===== config.mk =====
export PLATFORM = sky130hd
export DESIGN_NAME = ccc_top
export DESIGN_NICKNAME = d
export VERILOG_FILES = /design/src/shared/ccc_pkg.sv /design/src/rtl/ccc_top.sv
export SDC_FILE = /design/constraint.sdc
export NUM_CORES = 1
export LEC_CHECK = 0
export BUFFER_PORTS_ARGS = -buffer_cell sky130_fd_sc_hd__buf_2
export CAP_MARGIN = 5
export CORE_ASPECT_RATIO = 1.5
export CORE_MARGIN = 3
export CORE_UTILIZATION = 57
export DETAILED_ROUTE_END_ITERATION = 12
export MAX_ROUTING_LAYER = met4
export PLACE_DENSITY_LB_ADDON = 0.1
export SYNTH_ARGS = -nofsm -noshare
export SYNTH_HDL_FRONTEND = slang
export SYNTH_SLANG_ARGS = --single-unit

===== constraint.sdc =====
create_clock -name i_clock -period 7.32 [get_ports i_clock]
set_clock_uncertainty 0.1 [all_clocks]
set_input_delay 0.366 -clock i_clock [delete_from_list [all_inputs] [get_ports i_clock]]
set_output_delay 0.366 -clock i_clock [all_outputs]
set_load 0.005 [all_outputs]

===== src/shared/ccc_pkg.sv =====
/*
 Constants and types of the charger converter control.
 Assumes one 20 MHz clock; limits in 10 mA steps.
*/
package ccc_pkg;
    localparam int CLK_KHZ = 20000;
    localparam int REV_DELAY_US = 5000;
    localparam int REV_DELAY_CYC = REV_DELAY_US * CLK_KHZ / 1000;
    localparam int STEP_US = 100;
    localparam int STEP_CYC = (STEP_US * CLK_KHZ + 999) / 1000;
    localparam int LIM_W = 9;
    localparam int VSET_W = 11;
    localparam int ISET_W = 7;
    localparam int TS_W = 8;
    localparam int SRC_W = 3;
    localparam logic [LIM_W-1:0] OPT_START_LIM = 9'h032;
    localparam logic [LIM_W-1:0] OPT_STEP = 9'h005;
    localparam logic [LIM_W-1:0] OPT_CAP = 9'h14a;
    localparam logic [LIM_W-1:0] OPT_FLOOR = 9'h00a;
    localparam logic [SRC_W-1:0] SRC_DCP = 3'h3;
    localparam logic [1:0] OST_OFF = 2'h0;
    localparam logic [1:0] OST_RUN = 2'h1;
    localparam logic [1:0] OST_DONE = 2'h2;
    localparam logic [4:0] AUDIO_FLOOR_KHZ = 5'h19;
    localparam logic [1:0] DIS_3A = 2'h0;
    localparam logic [1:0] DIS_4A = 2'h1;
    localparam logic [1:0] DIS_5A = 2'h2;
    localparam logic [1:0] DIS_OFF = 2'h3;
    localparam logic [12:0] DIS_3A_MA = 13'h0bb8;
    localparam logic [12:0] DIS_4A_MA = 13'h0fa0;
    localparam logic [12:0] DIS_5A_MA = 13'h1388;
    localparam int NSYNC = 15;
    typedef enum logic [1:0] {OPT_IDLE, OPT_UP, OPT_DOWN, OPT_HOLD} ccc_opt_e;
    typedef enum logic [1:0] {REV_OFF, REV_WAIT, REV_RUN} ccc_rev_e;
endpackage


===== src/rtl/ccc_top.sv =====
/*
 Charger converter control: detect flag, current optimizer, light load,
 high impedance, reverse gating, discharge regulation.
 Assumes host bits on i_clock;
 comparators and straps are asynchronous.
*/
// How it works
// - Force-detect bit set by host, cleared by device when detection ends.
// - Optimizer idle after reset; runs only while its enable bit is one.
// - Dedicated port detection starts optimizer when enabled.
// - Force bit starts optimizer for any source, only when enabled.
// - Effective limit is optimizer result if enabled and started since enable, else programmed limit.
// - External pin clamps effective limit unless its enable bit is zero.
// - Battery above minimum: start at 500 mA and step upward.
// - Battery below minimum: start at programmed limit, step downward.
// - At optimum set state field and done flag, then hold the limit.
// - Plug-in, HIZ toggle, limit writes, force, input OV rerun; state 01.
// - Forward light-load disable keeps fixed frequency with DCM.
// - Forward audio guard keeps light-load frequency at or above 25 kHz.
// - Reverse mode uses its own light-load and audio guard disable bits.
// - HIZ turns regulator off, stops switching, ADC off unless its enable bit is one, battery switch on.
// - Overvoltage faults stop switching only; short or overcurrent set HIZ.
// - Reverse voltage setpoint is eleven bits, current setpoint seven.
// - Reverse needs battery ok, input under UVLO, thermistor in range.
// - Reverse start after 5 ms, or when a populated path drive is on.
// - Host clears active path then sets other; switching stops then resumes.
// - Over discharge limit: cut output, status, interrupt pulse, flag.
// - Discharge limit codes 3A, 4A, 5A with soft start; 11 disabled.
// - System regulation status high while held at minimum system voltage.
// - Path drive disable holds both path drives off.
// - Path population straps caught after reset into read-only status.
`timescale 1ns/1ps
module ccc_top #(
    parameter int unsigned REV_DELAY = ccc_pkg::REV_DELAY_CYC
) (
    input wire logic i_clock,
    input wire logic i_rst_b,
    input wire logic i_force_detect_set,
    input wire logic i_detect_done,
    input wire logic i_optimizer_enable,
    input wire logic i_optimizer_force,
    input wire logic i_optimizer_flag_clear,
    input wire logic [ccc_pkg::LIM_W-1:0] i_input_current_limit,
    input wire logic i_input_current_limit_wr,
    input wire logic i_input_voltage_limit_wr,
    input wire logic [ccc_pkg::SRC_W-1:0] i_input_source_type,
    input wire logic i_external_limit_pin_enable,
    input wire logic [ccc_pkg::LIM_W-1:0] i_external_limit_pin,
    input wire logic i_forward_light_load_disable,
    input wire logic i_forward_audio_guard_disable,
    input wire logic i_reverse_light_load_disable,
    input wire logic i_reverse_audio_guard_disable,
    input wire logic i_hiz_wr,
    input wire logic i_hiz_wdata,
    input wire logic i_adc_enable,
    input wire logic i_reverse_mode_enable,
    input wire logic [ccc_pkg::VSET_W-1:0] i_reverse_voltage_setpoint,
    input wire logic [ccc_pkg::ISET_W-1:0] i_reverse_current_setpoint,
    input wire logic [ccc_pkg::TS_W-1:0] i_thermistor_reading,
    input wire logic [ccc_pkg::TS_W-1:0] i_thermistor_hot_limit,
    input wire logic [ccc_pkg::TS_W-1:0] i_thermistor_cold_limit,
    input wire logic i_path_drive_disable,
    input wire logic i_path1_drive_enable,
    input wire logic i_path2_drive_enable,
    input wire logic [1:0] i_discharge_limit,
    input wire logic i_discharge_regulation_mask,
    input wire logic i_discharge_flag_clear,
    input wire logic i_source_attach,
    input wire logic i_battery_above_min,
    input wire logic i_input_voltage_regulating,
    input wire logic i_input_overvoltage,
    input wire logic i_system_overvoltage,
    input wire logic i_battery_overvoltage,
    input wire logic i_reverse_overvoltage,
    input wire logic i_system_short,
    input wire logic i_input_overcurrent,
    input wire logic i_battery_above_reverse_min,
    input wire logic i_input_below_uvlo,
    input wire logic i_discharge_over_limit,
    input wire logic i_system_at_minimum,
    input wire logic i_path1_present,
    input wire logic i_path2_present,
    output logic o_force_limit_detect,
    output logic [1:0] o_optimizer_state,
    output logic o_optimizer_done_flag,
    output logic [ccc_pkg::LIM_W-1:0] o_effective_input_limit,
    output logic o_light_load_enable,
    output logic [4:0] o_min_switch_khz,
    output logic o_high_impedance_enable,
    output logic o_internal_regulator_on,
    output logic o_switching_enable,
    output logic o_adc_allowed,
    output logic o_battery_switch_force_on,
    output logic o_reverse_active,
    output logic [ccc_pkg::VSET_W-1:0] o_reverse_voltage_setpoint,
    output logic [ccc_pkg::ISET_W-1:0] o_reverse_current_setpoint,
    output logic o_path1_population_status,
    output logic o_path2_population_status,
    output logic o_path1_drive,
    output logic o_path2_drive,
    output logic o_discharge_regulation_status,
    output logic o_output_current_cut,
    output logic o_soft_start_enable,
    output logic [12:0] o_discharge_limit_ma,
    output logic o_interrupt_pulse,
    output logic o_discharge_regulation_flag,
    output logic o_system_regulation_status
);
    import ccc_pkg::*;

    logic [NSYNC-1:0] s1_ff, s2_ff;
    logic att, bat_min, vreg, ov_in, ov_sys, ov_bat, ov_rev;
    logic sys_short, in_oc, bat_rev, in_uvlo, dis_over, sys_min;
    logic p1_pres, p2_pres;
    logic [3:0] prv_ff;
    logic att_r, ovin_r, short_r, oc_r;

    // First stage feeds only the second
    always_ff @(posedge i_clock or negedge i_rst_b) begin
        if (!i_rst_b) begin
            s1_ff <= '0;
            s2_ff <= '0;
            prv_ff <= 4'h0;
        end else begin
            s1_ff <= {i_source_attach, i_battery_above_min,
                i_input_voltage_regulating, i_input_overvoltage,
                i_system_overvoltage, i_battery_overvoltage,
                i_reverse_overvoltage, i_system_short, i_input_overcurrent,
                i_battery_above_reverse_min, i_input_below_uvlo,
                i_discharge_over_limit, i_system_at_minimum,
                i_path1_present, i_path2_present};
            s2_ff <= s1_ff;
            prv_ff <= {att, ov_in, sys_short, in_oc};
        end
    end
    assign {att, bat_min, vreg, ov_in, ov_sys, ov_bat, ov_rev, sys_short,
        in_oc, bat_rev, in_uvlo, dis_over, sys_min, p1_pres, p2_pres} = s2_ff;
    assign {att_r, ovin_r, short_r, oc_r} =
        {att, ov_in, sys_short, in_oc} & ~prv_ff;

    // Caught once the synchroniser settles
    logic [1:0] pop_cnt_ff;
    logic pop1_ff, pop2_ff;
    always_ff @(posedge i_clock or negedge i_rst_b) begin
        if (!i_rst_b) begin
            pop_cnt_ff <= 2'h0;
            pop1_ff <= 1'b0;
            pop2_ff <= 1'b0;
        end else if (pop_cnt_ff != 2'h3) begin
            pop_cnt_ff <= pop_cnt_ff + 2'h1;
            if (pop_cnt_ff == 2'h2) begin
                pop1_ff <= p1_pres;
                pop2_ff <= p2_pres;
            end
        end
    end

    logic force_ff;
    always_ff @(posedge i_clock or negedge i_rst_b) begin
        if (!i_rst_b) begin
            force_ff <= 1'b0;
        end else if (i_force_detect_set) begin
            force_ff <= 1'b1;
        end else if (i_detect_done) begin
            force_ff <= 1'b0;
        end
    end
    assign o_force_limit_detect = force_ff;

    logic hiz_ff, hiz_prv_ff;
    always_ff @(posedge i_clock or negedge i_rst_b) begin
        if (!i_rst_b) begin
            hiz_ff <= 1'b0;
            hiz_prv_ff <= 1'b0;
        end else begin
            hiz_prv_ff <= hiz_ff;
            // Fault entry wins over a host write
            if (short_r || oc_r) begin
                hiz_ff <= 1'b1;
            end else if (i_hiz_wr) begin
                hiz_ff <= i_hiz_wdata;
            end
        end
    end

    ccc_opt_e opt_st_ff;
    logic [LIM_W-1:0] lim_ff;
    logic [11:0] stp_ff;
    logic [1:0] ost_ff;
    logic dcp_ff, retrig, start, tick, fin;
    assign retrig = att_r || (hiz_ff != hiz_prv_ff)
        || i_input_current_limit_wr || i_input_voltage_limit_wr
        || i_optimizer_force || ovin_r;
    assign start = i_optimizer_enable && (retrig
        || (i_input_source_type == SRC_DCP && !dcp_ff));
    assign tick = stp_ff == 12'(STEP_CYC - 1);
    assign fin = i_optimizer_enable && !start && tick
        && ((opt_st_ff == OPT_UP && (vreg || lim_ff >= OPT_CAP))
        || (opt_st_ff == OPT_DOWN && (!vreg || lim_ff <= OPT_FLOOR)));

    always_ff @(posedge i_clock or negedge i_rst_b) begin
        if (!i_rst_b) begin
            dcp_ff <= 1'b0;
            stp_ff <= 12'h000;
        end else begin
            dcp_ff <= i_input_source_type == SRC_DCP;
            stp_ff <= (tick || start) ? 12'h000 : stp_ff + 12'h001;
        end
    end

    // Paced so the voltage loop settles between steps
    always_ff @(posedge i_clock or negedge i_rst_b) begin
        if (!i_rst_b) begin
            opt_st_ff <= OPT_IDLE;
            lim_ff <= '0;
            ost_ff <= OST_OFF;
        end else if (!i_optimizer_enable) begin
            opt_st_ff <= OPT_IDLE;
            ost_ff <= OST_OFF;
        end else if (start) begin
            ost_ff <= OST_RUN;
            if (bat_min) begin
                opt_st_ff <= OPT_UP;
                lim_ff <= OPT_START_LIM;
            end else begin
                opt_st_ff <= OPT_DOWN;
                lim_ff <= i_input_current_limit;
            end
        end else if (fin) begin
            opt_st_ff <= OPT_HOLD;
            ost_ff <= OST_DONE;
            if (opt_st_ff == OPT_UP && vreg) begin
                lim_ff <= lim_ff - OPT_STEP;
            end
        end else if (tick) begin
            case (opt_st_ff)
                OPT_UP: lim_ff <= lim_ff + OPT_STEP;
                OPT_DOWN: lim_ff <= lim_ff - OPT_STEP;
                default: lim_ff <= lim_ff;
            endcase
        end
    end
    assign o_optimizer_state = ost_ff;

    logic flag_ff;
    always_ff @(posedge i_clock or negedge i_rst_b) begin
        if (!i_rst_b) begin
            flag_ff <= 1'b0;
        end else if (fin) begin
            flag_ff <= 1'b1;
        end else if (i_optimizer_flag_clear) begin
            flag_ff <= 1'b0;
        end
    end
    assign o_optimizer_done_flag = flag_ff;

    ccc_rev_e rev_st_ff;
    logic [16:0] rev_cnt_ff;
    logic rev_ok, ts_ok, timer_mode, path_ok, rev_run;
    assign ts_ok = i_thermistor_reading >= i_thermistor_hot_limit
        && i_thermistor_reading <= i_thermistor_cold_limit;
    assign rev_ok = bat_rev && !ov_bat && in_uvlo && ts_ok;
    assign timer_mode = i_path_drive_disable || !(pop1_ff || pop2_ff);
    assign path_ok = (pop1_ff && i_path1_drive_enable)
        || (pop2_ff && i_path2_drive_enable);
    assign rev_run = rev_st_ff == REV_RUN;

    always_ff @(posedge i_clock or negedge i_rst_b) begin
        if (!i_rst_b) begin
            rev_st_ff <= REV_OFF;
            rev_cnt_ff <= 17'h0_0000;
        end else if (!i_reverse_mode_enable || !rev_ok) begin
            rev_st_ff <= REV_OFF;
            rev_cnt_ff <= 17'h0_0000;
        end else begin
            case (rev_st_ff)
                REV_OFF: rev_st_ff <= REV_WAIT;
                REV_WAIT: begin
                    if (timer_mode) begin
                        if (rev_cnt_ff >= 17'(REV_DELAY - 1)) begin
                            rev_st_ff <= REV_RUN;
                        end
                        rev_cnt_ff <= rev_cnt_ff + 17'h0_0001;
                    end else if (path_ok) begin
                        rev_st_ff <= REV_RUN;
                    end
                end
                REV_RUN: begin
                    rev_cnt_ff <= 17'h0_0000;
                    // Path dropped: wait for another
                    if (!timer_mode && !path_ok) begin
                        rev_st_ff <= REV_WAIT;
                    end
                end
                default: rev_st_ff <= REV_OFF;
            endcase
        end
    end

    logic dis_act, ll_dis, ag_dis;
    assign dis_act = rev_run && dis_over && i_discharge_limit != DIS_OFF;
    assign ll_dis = rev_run ? i_reverse_light_load_disable
        : i_forward_light_load_disable;
    assign ag_dis = rev_run ? i_reverse_audio_guard_disable
        : i_forward_audio_guard_disable;

    logic [LIM_W-1:0] base_lim;
    assign base_lim = (i_optimizer_enable && opt_st_ff != OPT_IDLE)
        ? lim_ff : i_input_current_limit;

    always_ff @(posedge i_clock or negedge i_rst_b) begin
        if (!i_rst_b) begin
            o_effective_input_limit <= '0;
            o_light_load_enable <= 1'b0;
            o_min_switch_khz <= 5'h00;
            o_high_impedance_enable <= 1'b0;
            o_internal_regulator_on <= 1'b0;
            o_switching_enable <= 1'b0;
            o_adc_allowed <= 1'b0;
            o_battery_switch_force_on <= 1'b0;
            o_reverse_active <= 1'b0;
            o_reverse_voltage_setpoint <= '0;
            o_reverse_current_setpoint <= '0;
            o_path1_population_status <= 1'b0;
            o_path2_population_status <= 1'b0;
            o_path1_drive <= 1'b0;
            o_path2_drive <= 1'b0;
            o_system_regulation_status <= 1'b0;
        end else begin
            o_effective_input_limit <= (i_external_limit_pin_enable
                && i_external_limit_pin < base_lim)
                ? i_external_limit_pin : base_lim;
            o_light_load_enable <= !ll_dis;
            o_min_switch_khz <= ag_dis ? 5'h00 : AUDIO_FLOOR_KHZ;
            o_high_impedance_enable <= hiz_ff;
            o_internal_regulator_on <= !hiz_ff;
            o_switching_enable <= !hiz_ff
                && !(ov_in || ov_sys || ov_bat || ov_rev)
                && (!i_reverse_mode_enable || rev_run);
            o_adc_allowed <= !hiz_ff || i_adc_enable;
            o_battery_switch_force_on <= hiz_ff;
            o_reverse_active <= rev_run;
            o_reverse_voltage_setpoint <= i_reverse_voltage_setpoint;
            o_reverse_current_setpoint <= i_reverse_current_setpoint;
            o_path1_population_status <= pop1_ff;
            o_path2_population_status <= pop2_ff;
            o_path1_drive <= !i_path_drive_disable
                && pop1_ff && i_path1_drive_enable;
            o_path2_drive <= !i_path_drive_disable
                && pop2_ff && i_path2_drive_enable;
            o_system_regulation_status <= sys_min;
        end
    end

    always_ff @(posedge i_clock or negedge i_rst_b) begin
        if (!i_rst_b) begin
            o_discharge_regulation_status <= 1'b0;
            o_output_current_cut <= 1'b0;
            o_interrupt_pulse <= 1'b0;
            o_discharge_regulation_flag <= 1'b0;
            o_soft_start_enable <= 1'b0;
            o_discharge_limit_ma <= 13'h0000;
        end else begin
            o_discharge_regulation_status <= dis_act;
            o_output_current_cut <= dis_act;
            o_interrupt_pulse <= dis_act && !o_discharge_regulation_status;
            if (dis_act && !o_discharge_regulation_status
                && !i_discharge_regulation_mask) begin
                o_discharge_regulation_flag <= 1'b1;
            end else if (i_discharge_flag_clear) begin
                o_discharge_regulation_flag <= 1'b0;
            end
            o_soft_start_enable <= i_discharge_limit != DIS_OFF;
            case (i_discharge_limit)
                DIS_3A: o_discharge_limit_ma <= DIS_3A_MA;
                DIS_4A: o_discharge_limit_ma <= DIS_4A_MA;
                DIS_5A: o_discharge_limit_ma <= DIS_5A_MA;
                default: o_discharge_limit_ma <= 13'h0000;
            endcase
        end
    end
endmodule


After elaboration in Yosys (flattened, before gate mapping):

Index checks and enable logic that the tools add are counted.

* output and inout port bits: 66
* input bits: 103
* bits in latches: 0
* memories: 0
* word-level logic and storage cells: 180
* memory bits (writable): 0
* memory bits (read-only): 0
* bits in registers: 146

* equal/unequal tests: 18
* mux-type cells: 37
* magnitude comparators: 6
* shift-type cells: 0
* bitwise gates (word level): 2
* $mul: 0
* reduce and logical (&&, ||, !) cells: 76
* add/subtract/negate cells: 5
* divide/modulo/power cells: 0

Operators by type and width (count)
* $mux W9: 7
* $pmux W13 S3: 1
* $mux W17: 2
* $pmux W17 S2: 1
* $logic_and A1 B1 Y1: 27
* $mux W2: 12
* $logic_or A1 B1 Y1: 20
* $pmux W9 S2: 1
* $add A17 B1 Y17 const B: 1
* $ge A17 B17 Y1 const B: 1
* $logic_not A1 Y1: 15
* $add A12 B1 Y12 const B: 1
* $eq A12 B11 Y1 const B: 1
* $mux W12: 1
* $mux W1: 10
* $reduce_bool A2 Y1: 5
* $add A9 B3 Y9 const B: 1
* $ge A9 B9 Y1 const B: 1
* $le A9 B4 Y1 const B: 1
* $lt A9 B9 Y1: 1
* $sub A9 B3 Y9 const B: 1
* $eq A2 B2 Y1 const B: 4
* $ge A8 B8 Y1: 1
* $le A8 B8 Y1: 1
* other kinds (19): 27

Depth between registers and ports, before layout:

Gate-level depths: netlist (run 1).

* depth in word-level cells: 16
* gate-level depth with buffers: 14
* mapped depth without buffers: 12

Least setup slack after synthesis (run 1):

Ideal clock, no wire load.

* path type: reg-to-reg
* start point: register opt_st_ff[0]
* end point: register o_effective_input_limit[7] (netlist bit)
* data required time: 7126 ps
* setup time: 94 ps
* data arrival time: 2812 ps
* buffers on the path: 2
* stages on the path, launching flop included: 14
* setup slack: 4314 ps
* period minus slack after synthesis: 3006 ps
* cell sequence: dfrtp_1 > inv_1 > ha_1 > nand2b_1 > clkbuf_1 > nor2_1 > a21oi_1 > ha_1 > o21a_1 > o21a_1 > o21ai_1 > clkbuf_1 > nor2_1 > a211oi_1

* cells in the longest elaborated chain, start to end: 6

RTL lines
* start: declaration: line ccc_top.sv:186 `ccc_opt_e opt_st_ff;`
* start signal: assignment: line ccc_top.sv:214 `opt_st_ff <= OPT_IDLE;`
* start signal: assignment: line ccc_top.sv:218 `opt_st_ff <= OPT_IDLE;`
* start signal: assignment: line ccc_top.sv:223 `opt_st_ff <= OPT_UP;`
* $reduce_bool A2 Y1 *: line ccc_top.sv:308 `assign base_lim = (i_optimizer_enable && opt_st_ff != OPT_IDLE)`
* $logic_and A1 B1 Y1 *: line ccc_top.sv:308
* $mux W9 *: line ccc_top.sv:309 `? lim_ff : i_input_current_limit;`
* $lt A9 B9 Y1: line ccc_top.sv:331 `&& i_external_limit_pin < base_lim)`
* $logic_and A1 B1 Y1: line ccc_top.sv:331
* $mux W9 *: line ccc_top.sv:332 `? i_external_limit_pin : base_lim;`
* end signal: assignment: line ccc_top.sv:330 `o_effective_input_limit <= (i_external_limit_pin_enable`
* end: declaration: line ccc_top.sv:86 `output logic [ccc_pkg::LIM_W-1:0] o_effective_input_limit,`

Every way passes the cells marked *; elsewhere a longest branch is shown, timed or not.
A chain may end at the register's enable or synchronous reset.

Worst setup path in the final report (run 1):

* start point: register opt_st_ff[0]
* end point: register o_effective_input_limit[1] (netlist bit)

Same word-level chain as after synthesis.

==> results of run 1 <==
layout by cell type, fill, tap and decap left out, types with 4 or more instances in the layout:
cell type	n
nand2_1	38
dlygate4sd3_1	34
conb_1	6
or3_1	9
nor2_1	69
ha_1	38
nand2b_1	6
o21ai_0	40
xnor2_1	7
and3_1	15
inv_1	42
inv_6	4
nand3_1	17
nand4_1	4
a211oi_1	13
inv_8	4
xor2_1	7
nor3_1	23
clkbuf_16	17
nor4_1	6
dfrtp_1	135
mux2i_1	17
a31oi_1	12
a21oi_1	47
buf_2	161
o21a_1	6
a21o_1	4
routing by layer:
metal / part of all wire / global-route usage / up-vias
met5: 0 / - / -
met4: 0.026 / 0.112 / 0
met3: 0.040 / 0.0454 / 38
met2: 0.57 / 0.471 / 151
met1: 0.37 / 0.269 / 2588
li1: - / - / 2584
worst max-delay path: stages, from the launching register on:
cell and delay [ns]:
dfrtp_1 0.38, inv_1 0.10, ha_1 0.14, nand2b_1 0.45, nor2_1 0.08, a21oi_1 0.29, ha_1 0.31, a21o_1 0.16
nand2_1 0.06, nand3b_1 0.44, or2_2 0.55, o21ai_0 0.23, a211oi_1 0.07
kinds of logic after synthesis:
logic type / after synthesis / synth area share
AOI/OAI and AO/OA: 140 / 0.129
xor gates and xnor gates: 14 / 0.0190
adders and majority gates: 38 / 0.0736
buffers and inverters: 79 / 0.0562
DFF: 135 / 0.523
muxes: 22 / 0.0368
other: 1 / 0.000581
and+or+nand+nor: 210 / 0.161
metrics by stage:
step / setup WS (ns) / utilization / cells / hold WS, ns
after detailed placement: 3.81 / 0.659 / 918 / 0.235
after global placement: 4.02 / 0.659 / 918 / 0.232
after global routing: 3.46 / 0.742 / 984 / 0.0217
after CTS: 3.80 / 0.742 / 984 / 0.0143
after floorplan: 4.31 / - / 644 / -0.0296
final: 3.78 / 0.742 / 984 / 0.0221
registers in the layout (all words and copies together) (netlist names), 2 cells and up:
register,flops
rev_cnt_ff,17
s1_ff,15
s2_ff,15
stp_ff,12
o_reverse_voltage_setpoint,11
lim_ff,9
o_effective_input_limit,9
o_reverse_current_setpoint,7
o_discharge_limit_ma,6
prv_ff,4
o_optimizer_state,2
opt_st_ff,2
pop_cnt_ff,2
rev_st_ff,2
what timing repair did:
action | 4_1_cts | 5_1_grt
hold buffers | 34 | 0
resized for setup | 0 | 0
setup buffers | 0 | 0
endpoints found under the hold margin | 111 | 0
cell type report:
class / instances / area (um2) / share of cell area
Timing Repair Buffer: 198 / 1170 / 0.143
Clock buffer: 18 / 439 / 0.0535
Tap cell: 147 / 184 / 0.0224
Multi-Input combinational cell: 430 / 2730 / 0.333
Inverter: 42 / 158 / 0.0192
Sequential cell: 135 / 3380 / 0.412
Clock inverter: 14 / 136 / 0.0166
final timing paths:
path	start	to	cells past startpoint
setup reg to reg	opt_st_ff[0]	o_effective_input_limit[1]	12
setup / recovery	opt_st_ff[0]	o_effective_input_limit[1]	12
hold / removal	i_reverse_light_load_disable	o_light_load_enable	2
hold reg to reg	s1_ff[8]	s2_ff[8]	0
min in group asynchronous	i_rst_b	o_force_limit_detect	2
max in group asynchronous	i_rst_b	o_effective_input_limit[6]	3
power groups by stage:
stage          clock network [W]  logic [W]  registers (W)
6_report                0.000817   0.000221       0.000809
3_3_place_gp                   0   0.000196       0.000821
5_1_grt                 0.000864   0.000248       0.000813
3_5_place_dp                   0   0.000207       0.000823
4_1_cts                 0.000828   0.000222       0.000809
2_1_floorplan                  0   0.000120       0.000816
==> summary.md, run 1 <==
| Metric | Value |
|---|---|
| Reg-to-reg slack, setup | 3.78 ns |
| H-tree depth reported by CTS | 4 |
| Most frequent cell after synthesis | dfrtp_1 |
| Total number of nets in the final design | 965 |
| Library cell with the largest summed area after synthesis | dfrtp_1 |
| Total placed instance area | 7290 um2 |
| Max Transition Viols Final | 0 |
| Switching power share of the total | 0.272 |
| Tcrit/Tclk final | 0.484 |
| Hold Crit Class | in -> reg |
| Critical Path Start Type | flop |
| VDD IR-drop max | 0.000175 V |
| Share of async-settable or async-resettable flops after synthesis | 1.00 |
| Clock Power Share | 0.442 |
| Required time at the worst-slack endpoint | 7.46 ns |
| Clock tree from TritonCTS | yes |
| Ant. Diodes | 0 |
| IO Count | 169 |
| Per-instance average area after synthesis | 10.1 um2 |
| Count of endpoints failing setup in the final report | 0 |
| Area share of the leading cell type in the synthesized netlist | 0.523 |
| DR vias | 5361 |
| Outcome | completed |
| DRC | 0 |
| Largest net degree at the start of global routing | 80 |
| Clock root buffer | clkbuf_16 |
| Area of the die | 12700 um2 |
| Clock sink count | 135 |
| Post-Route Setup TNS | 0 ns |
| Min Clock Period, post-route | 3.54 ns |
| Row cnt | 47 |
| Distinct cells, synth | 56 |
| Area of the placeable core | 11100 um2 |
| Number of synthesis warnings | 0 |
| Unrepaired setup endpoints after global routing | false |
| Count of fill cells added during filler insertion | 829 |
| Switch Pwr | 0.000502 W |
| Sequential cell area fraction in the yosys report | 0.523 |
| DIE WIDTH | 92.9 um |
| GR Util All Layers | 0.258 |
| Static Leakage | 3.97 nW |
| Relative max-transition margin | 0.277 |
| Area of all placed cells without fillers | 8200 um2 |
| Number of antenna violations at the first check in global routing | 0 |
| Logic gate share of total power | 0.120 |
| Violation count after the first detailed-routing iteration | 219 |
| Overflow after GRT | 0 |
| Antenna violation net count after detailed routing | 0 |
| Most instantiated cells after synthesis | dfrtp_1, nor2_1, a21oi_1 |
| Final count of hold timing violations | 0 |
| Largest fanout of any net on the critical path | 19 |
| HPWL Detailed | 11200 um |
| Max-cap violations | 0 |
| Cell Pwr Density | 225 nW/um2 |
| Initial cell density of the core | 0.584 |
| Maximum root-to-sink buffer count | 2 |
| Cell types occupying the most area after synthesis | dfrtp_1, ha_1, nor2_1 |
| Post-synthesis cell count | 639 |
| Final weighted congestion in routability-driven placement | 0.847 |
| Via-to-Cell Ratio | 5.45 |
| Flip-flop cell with the highest count after synthesis | dfrtp_1 |
| Layout cell share with drive strength beyond 1 | 0.250 |
| Part of the power in registers | 0.438 |
| Total internal power | 0.00135 W |
| Clock-pin slew of the registers on the worst-case setup and hold paths | 0.06 ns |
| Total routed wirelength | 15500 um |
| CTS buffer count | 17 |
| Post-synthesis sequential element count | 135 |
| Height of the die | 136 um |
| Number of input and output port buffers inserted | 162 |
| Total power | 0.00185 W |
| Clock latency on the worst-skew pair | 0.41 ns |
| Synthesized cell area | 6460 um2 |
| First-pass GRT wire length | 25000 um |
| Critical Path Sink Type | flop |
| Worst endpoint data arrival time | 3.69 ns |
| Synth-to-layout area growth | 27.0% |
| Achievable frequency | 282 MHz |
| EDFF count, synth | 0 |
| Critical path type | reg -> reg |
| Vias in the first global route | 5466 |
| Length of the first detailed-routing pass in iterations | 6 |
| Routed wire per std cell | 15.7 um |
| Slew at the pin closest to its max-slew limit | 1.08 ns |
Power figures use the tool's default switching activity.
==> run 2, diff against run 1 <==
ABC_AREA = 1   (was default)
CORE_UTILIZATION = 48   (was 57)
clock period = 3.1 ns   (was 7.32 ns; I/O delays follow)
==> summary.md, run 2 <==
| Metric | Value |
|---|---|
| Most frequent cells in the layout | nand2_1, buf_2, dfrtp_1 (was buf_2, dfrtp_1, nor2_1) |
| Post-Route Setup TNS | 0 ns (unchanged) |
| Largest fanout of any net on the critical path | 18 (was 19) |
| Total placed instance area | 7590 um2 (was 7290 um2) |
| Sequential cell area fraction in the yosys report | 0.508 (was 0.523) |
| Final count of hold timing violations | 0 (unchanged) |
| Critical Path Sink Type | flop (unchanged) |
| Worst endpoint data arrival time | 2.91 ns (was 3.69 ns) |
| Post-synthesis cell count | 761 (was 639) |
| Required time at the worst-slack endpoint | 3.28 ns (was 7.46 ns) |
| Critical Path Start Type | flop (unchanged) |
| Number of antenna violations at the first check in global routing | 0 (unchanged) |
| Unrepaired setup endpoints after global routing | false (unchanged) |
| Ant. Diodes | 0 (unchanged) |
| Critical path type | reg -> reg (unchanged) |
| Gates resized, CTS repair | 0 (unchanged) |
| Final weighted congestion in routability-driven placement | 0.927 (was 0.847) |
| GR Util All Layers | 0.249 (was 0.258) |
| H-tree depth reported by CTS | 4 (unchanged) |
| Initial cell density of the core | 0.492 (was 0.584) |
| Share of async-settable or async-resettable flops after synthesis | 1.00 (unchanged) |
| Min Clock Period, post-route | 2.73 ns (was 3.54 ns) |
| Clock tree from TritonCTS | yes (unchanged) |
| Synthesized cell area | 6660 um2 (was 6460 um2) |
| HPWL Detailed | 12500 um (was 11200 um) |
| Overflow after GRT | 0 (unchanged) |
| Number of input and output port buffers inserted | 162 (unchanged) |
| Total routed wirelength | 17500 um (was 15500 um) |
| Critical path's top delay family | simple AND/OR/NAND/NOR gates (unchanged) |
| Slowest stage cell, crit path | dfrtp_1 (was or2_2) |
| Clock root buffer | clkbuf_16 (unchanged) |
| First-pass GRT wire length | 29200 um (was 25000 um) |
| Switching power share of the total | 0.298 (was 0.272) |
| Violation count after the first detailed-routing iteration | 238 (was 219) |
| Tcrit/Tclk final | 0.880 (was 0.484) |
| Clock-pin slew of the registers on the worst-case setup and hold paths | 0.07 ns (was 0.06 ns) |
| Hold Crit Class | in -> reg (unchanged) |
| Library cell with the largest summed area after synthesis | dfrtp_1 (unchanged) |
| Static Leakage | 4.44 nW (was 3.97 nW) |
| Length of the first detailed-routing pass in iterations | 4 (was 6) |
| Switch Pwr | 0.00147 W (was 0.000502 W) |
| DIE WIDTH | 102 um (was 92.9 um) |
| CTS buffer count | 17 (unchanged) |
| DR vias | 5981 (was 5361) |
| Count of fill cells added during filler insertion | 1117 (was 829) |
| Cell mode on critical path | a21oi_1 (was ha_1) |
| Regs by FF count | rev_cnt_ff (17), s1_ff (15), s2_ff (15) (unchanged) |
| Slew at the pin closest to its max-slew limit | 0.692 ns (was 1.08 ns) |
| Distinct cells, synth | 51 (was 56) |
| Critical path buffers and inverters | 3 (was 1) |
| Relative max-transition margin | 0.539 (was 0.277) |
| Maximum root-to-sink buffer count | 2 (unchanged) |
| Achievable frequency | 366 MHz (was 282 MHz) |
| Setup fix buffers added after clock tree synthesis | 0 (unchanged) |
| Via-to-Cell Ratio | 5.11 (was 5.45) |
| Synth-to-layout area growth | 33.5% (was 27.0%) |
| Total internal power | 0.00346 W (was 0.00135 W) |
| Flip-flop cell with the highest count after synthesis | dfrtp_1 (unchanged) |
| VDD IR-drop max | 0.000404 V (was 0.000175 V) |
| Count of endpoints failing setup in the final report | 0 (unchanged) |
| Clock latency on the worst-skew pair | 0.41 ns (about the same) |
| Most common library cell in the layout ignoring fill and taps | nand2_1 (was buf_2) |
| Most frequent cell after synthesis | nand2_1 (was dfrtp_1) |
| Area share of the leading cell type in the synthesized netlist | 0.508 (was 0.523) |
| Vias in the first global route | 6426 (was 5466) |
| EDFF count, synth | 0 (unchanged) |
| Biggest cell delay along the critical path | 0.35 ns (was 0.55 ns) |
| Max Transition Viols Final | 0 (unchanged) |
| Clock sink count | 135 (unchanged) |
| Height of the die | 150 um (was 136 um) |
| IO Count | 169 (unchanged) |
| Number of synthesis warnings | 0 (unchanged) |
| Outcome | completed (unchanged) |
| Most flop-heavy register | rev_cnt_ff (unchanged) |
| Area of all placed cells without fillers | 8880 um2 (was 8200 um2) |
| Layout cell share with drive strength beyond 1 | 0.233 (was 0.250) |
| Cell types occupying the most area after synthesis | dfrtp_1, nand2_1, ha_1 (was dfrtp_1, ha_1, nor2_1) |
| Antenna violation net count after detailed routing | 0 (unchanged) |
| Area of the placeable core | 13500 um2 (was 11100 um2) |
| Post-synthesis sequential element count | 135 (unchanged) |
| Area of the die | 15300 um2 (was 12700 um2) |
| DRC | 0 (unchanged) |
| Largest net degree at the start of global routing | 79 (was 80) |
| Most instantiated cells after synthesis | nand2_1, dfrtp_1, inv_1 (was dfrtp_1, nor2_1, a21oi_1) |
| Part of the power in registers | 0.400 (was 0.438) |
| Cell Pwr Density | 555 nW/um2 (was 225 nW/um2) |
| Routed wire per std cell | 14.9 um (was 15.7 um) |
| Total number of nets in the final design | 1137 (was 965) |
| Cell Chain, Critical Path | inv_1 > ha_1 > or2_0 > buf_4 > o21ai_0 > inv_1 > ha_1 > a21oi_1 > o21ai_0 > a21oi_1 > nand3_2 > nor2_1 > a21oi_1 (was inv_1 > ha_1 > nand2b_1 > nor2_1 > a21oi_1 > ha_1 > a21o_1 > nand2_1 > nand3b_1 > or2_2 > o21ai_0 > a211oi_1) |
| Max-cap violations | 0 (unchanged) |
| Per-instance average area after synthesis | 8.75 um2 (was 10.1 um2) |
| Row cnt | 52 (was 47) |
| Logic gate share of total power | 0.171 (was 0.120) |
| Clock Power Share | 0.429 (was 0.442) |
| Largest register FFs | 17 (unchanged) |
## run 2: power groups by stage
stage | clock network, W | logic, W | registers, W
global route | 0.00225 | 0.000965 | 0.00199
detailed placement | 0 | 0.000774 | 0.00200
floorplan | 0 | 0.000525 | 0.00196
finish | 0.00211 | 0.000845 | 0.00197
CTS | 0.00215 | 0.000843 | 0.00197
global placement | 0 | 0.000758 | 0.00200
## run 2: cell families after synthesis
| kind of cell | after synthesis | share of synthesized area |
|---|---|---|
| adders and majority gates | 38 | 0.0714 |
| DFF | 135 | 0.508 |
| muxes | 3 | 0.00451 |
| other | 1 | 0.000563 |
| AOI/OAI and AO/OA | 97 | 0.0801 |
| and+or+nand+nor | 356 | 0.240 |
| buffers and inverters | 115 | 0.0750 |
| xor gates and xnor gates | 16 | 0.0211 |
## run 2: cell type report
class / count / area (um2) / area share
Sequential cell: 135 / 3380 / 0.380
Timing Repair Buffer: 236 / 1540 / 0.173
Inverter: 90 / 339 / 0.0382
Clock inverter: 15 / 200 / 0.0225
Clock buffer: 17 / 425 / 0.0479
Tap cell: 162 / 203 / 0.0228
Multi-Input combinational cell: 516 / 2800 / 0.315
## run 2: tightest hold or removal path, stage by stage
cell and delay [ns]:
buf_2 0.11, nand2_1 0.06, nand2_1 0.06, nand2_1 0.04, nand2_1 0.05
## run 2: timing repair
item                       4_1_cts  5_1_grt
hold endpoints to repair       138        0
setup endpoints to repair        0        0
hold buffers                    67        0
## run 2: through the flow
stage / worst slack [ns] / total power [W] / hold slack, ns / utilization / instances
2_1_floorplan: 0.487 / 0.00249 / -0.241 / - / 766
3_3_place_gp: 0.479 / 0.00276 / 0.132 / 0.561 / 1072
3_5_place_dp: 0.367 / 0.00278 / 0.140 / 0.561 / 1072
4_1_cts: 0.376 / 0.00497 / 0.00210 / 0.656 / 1171
5_1_grt: 0.0709 / 0.00520 / 0.0237 / 0.656 / 1171
6_report: 0.371 / 0.00493 / 0.0150 / 0.656 / 1171
## run 2: worst paths after layout
path	startpoint	endpoint	slack (ns)	depth (start not counted)
max	opt_st_ff[0]	o_effective_input_limit[2]	0.37	13
min	i_input_current_limit[2]	lim_ff[2]	0.01	5
max reg2reg	opt_st_ff[0]	o_effective_input_limit[2]	0.37	13
min reg2reg	s1_ff[4]	s2_ff[4]	0.25	0
max in group asynchronous	i_rst_b	stp_ff[11]	1.86	3
min in group asynchronous	i_rst_b	o_discharge_limit_ma[11]	0.23	2
## run 2: routing by layer
metal,routed length [um],vias to the layer above,part of all wire,track usage
met4,550,0,0.031,0.111
met3,732,50,0.042,0.0524
met1,6650,2833,0.38,0.264
li1,-,2919,-,-
met5,0,-,0,-
met2,9560,179,0.55,0.438
==> run 3, diff against run 2 <==
CORE_ASPECT_RATIO = 1.1   (was 1.5)
MAX_ROUTING_LAYER = default   (was met4)
==> summary.md, run 3 (synthesis results as in run 2) <==
| Metric | Value |
|---|---|
| Count of fill cells added during filler insertion | 1108 (was 1117) |
| Height of the die | 130 um (was 150 um) |
| Relative max-transition margin | 0.564 (was 0.539) |
| Final weighted congestion in routability-driven placement | 0.907 (was 0.927) |
| Violation count after the first detailed-routing iteration | 360 (was 238) |
| Critical Path Sink Type | flop (unchanged) |
| Layout cell share with drive strength beyond 1 | 0.228 (was 0.233) |
| VDD IR-drop max | 0.000360 V (was 0.000404 V) |
| Length of the first detailed-routing pass in iterations | 6 (was 4) |
| Min Clock Period, post-route | 2.89 ns (was 2.73 ns) |
| Initial cell density of the core | 0.498 (was 0.492) |
| Via-to-Cell Ratio | 4.93 (was 5.11) |
| Clock-pin slew of the registers on the worst-case setup and hold paths | 0.06 ns (was 0.07 ns) |
| GR Util All Layers | 0.220 (was 0.249) |
| Routed wire per std cell | 13.8 um (was 14.9 um) |
| Setup fix buffers added after clock tree synthesis | 0 (unchanged) |
| Area of all placed cells without fillers | 8910 um2 (was 8880 um2) |
| Critical Path Start Type | flop (unchanged) |
| Tcrit/Tclk final | 0.933 (was 0.880) |
| Overflow after GRT | 0 (unchanged) |
| DIE WIDTH | 118 um (was 102 um) |
| Largest net degree at the start of global routing | 74 (was 79) |
| Critical path type | reg -> reg (unchanged) |
| Outcome | completed (unchanged) |
| Cell Pwr Density | 532 nW/um2 (was 555 nW/um2) |
| Most flop-heavy register | rev_cnt_ff (unchanged) |
| Clock root buffer | clkbuf_16 (unchanged) |
| H-tree depth reported by CTS | 4 (unchanged) |
| HPWL Detailed | 11900 um (was 12500 um) |
| Count of endpoints failing setup in the final report | 0 (unchanged) |
| CTS buffer count | 17 (unchanged) |
| Clock latency on the worst-skew pair | 0.41 ns (about the same) |
| DRC | 0 (unchanged) |
| Maximum root-to-sink buffer count | 2 (unchanged) |
| First-pass GRT wire length | 27000 um (was 29200 um) |
| Antenna violation net count after detailed routing | 0 (unchanged) |
| Synth-to-layout area growth | 33.9% (was 33.5%) |
| Total routed wirelength | 16500 um (was 17500 um) |
| Total placed instance area | 7600 um2 (was 7590 um2) |
| Unrepaired setup endpoints after global routing | false (unchanged) |
| Clock sink count | 135 (unchanged) |
| Max-cap violations | 0 (unchanged) |
| Largest fanout of any net on the critical path | 18 (unchanged) |
| Hold Crit Class | in -> reg (unchanged) |
| Most common library cell in the layout ignoring fill and taps | nand2_1 (unchanged) |
| IO Count | 169 (unchanged) |
| Vias in the first global route | 5798 (was 6426) |
| Area of the placeable core | 13400 um2 (was 13500 um2) |
| Clock tree from TritonCTS | yes (unchanged) |
| Achievable frequency | 346 MHz (was 366 MHz) |
| Number of antenna violations at the first check in global routing | 0 (unchanged) |
| Worst endpoint data arrival time | 3.07 ns (was 2.91 ns) |
| Slew at the pin closest to its max-slew limit | 0.654 ns (was 0.692 ns) |
| Number of input and output port buffers inserted | 162 (unchanged) |
| DR vias | 5905 (was 5981) |
| Regs by FF count | rev_cnt_ff (17), s1_ff (15), s2_ff (15) (unchanged) |
| Post-Route Setup TNS | 0 ns (unchanged) |
| Area of the die | 15300 um2 (about the same) |
| Total number of nets in the final design | 1140 (was 1137) |
| Final count of hold timing violations | 0 (unchanged) |
| Required time at the worst-slack endpoint | 3.28 ns (about the same) |
| Max Transition Viols Final | 0 (unchanged) |
| Static Leakage | 4.43 nW (was 4.44 nW) |
| Row cnt | 44 (was 52) |
| Total power | 0.00474 W (was 0.00493 W) |
| Largest register FFs | 17 (unchanged) |
| Most frequent cells in the layout | nand2_1, buf_2, dfrtp_1 (unchanged) |
==> run 3: cell count changes in the layout (fill, tap and decap cells not counted) <==
cell,delta
bufinv_16,-1
diode_2,+1
buf_4,-4
buf_12,+1
dlygate4sd3_1,+6
clkinv_8,-2
clkinv_4,+3
clkbuf_8,+2
inv_8,-5
clkbuf_1,+1
clkinv_2,+2
==> run 3: report_power, final <==
part	internal (W)	switching, W	leakage [nW]
Clock	0.00116	0.000759	0.282
Sequential	0.00187	0.000105	1.67
Combinational	0.000360	0.000487	2.48
==> run 3: critical path: stages (launching register included) <==
cell	delay, ns
dfrtp_1	0.36
inv_1	0.08
ha_1	0.19
or2_0	0.21
buf_4	0.19
a21oi_1	0.23
ha_1	0.30
a21oi_1	0.19
o21ai_0	0.13
a21oi_1	0.17
nand3_2	0.31
nor2_1	0.22
a21oi_1	0.07
==> run 3: worst paths after layout <==
kind	from	endpoint	slack, ns	cells past startpoint
worst max register to register	opt_st_ff[0]	o_effective_input_limit[4]	0.21	12
min in group asynchronous	i_rst_b	stp_ff[2]	0.23	2
worst min register to register	s2_ff[2]	o_system_regulation_status	0.24	0
worst max-delay path	opt_st_ff[0]	o_effective_input_limit[4]	0.21	12
worst min-delay path	i_input_current_limit[8]	lim_ff[8]	0.03	5
max in group asynchronous	i_rst_b	o_reverse_voltage_setpoint[1]	1.91	3
==> run 3: cell type report <==
cell class | instances | area (um2) | area share
clock inverters | 12 | 118 | 0.0132
flip-flops and latches | 135 | 3380 | 0.379
well taps | 184 | 230 | 0.0258
multi-input cells | 516 | 2800 | 0.314
clock buffers | 20 | 457 | 0.0512
diodes | 1 | 2.50 | 0.000281
repair buffers | 239 | 1590 | 0.178
inverters | 90 | 339 | 0.0380
==> run 3: stage by stage <==
step / std cells / setup slack, ns / utilization / hold slack, ns
after floorplan: 766 / 0.487 / - / -0.241
after global placement: 1091 / 0.487 / 0.568 / 0.104
after detailed placement: 1091 / 0.346 / 0.568 / 0.118
after CTS: 1196 / 0.339 / 0.666 / 0.00813
after global routing: 1196 / 0.0500 / 0.666 / 0.0504
final: 1197 / 0.209 / 0.666 / 0.0289
==> run 3: timing repair <==
item,CTS,global route
endpoints found under the hold margin,139,0
gates resized for setup,0,0
hold buffers,73,0
==> run 3: layer usage <==
metal | vias to the layer above | track usage | wire length (um)
met5 | - | 0 | 0
met4 | 0 | 0.0917 | 340
met3 | 33 | 0.0493 | 669
met2 | 164 | 0.398 | 8710
met1 | 2770 | 0.255 | 6770
li1 | 2938 | - | -
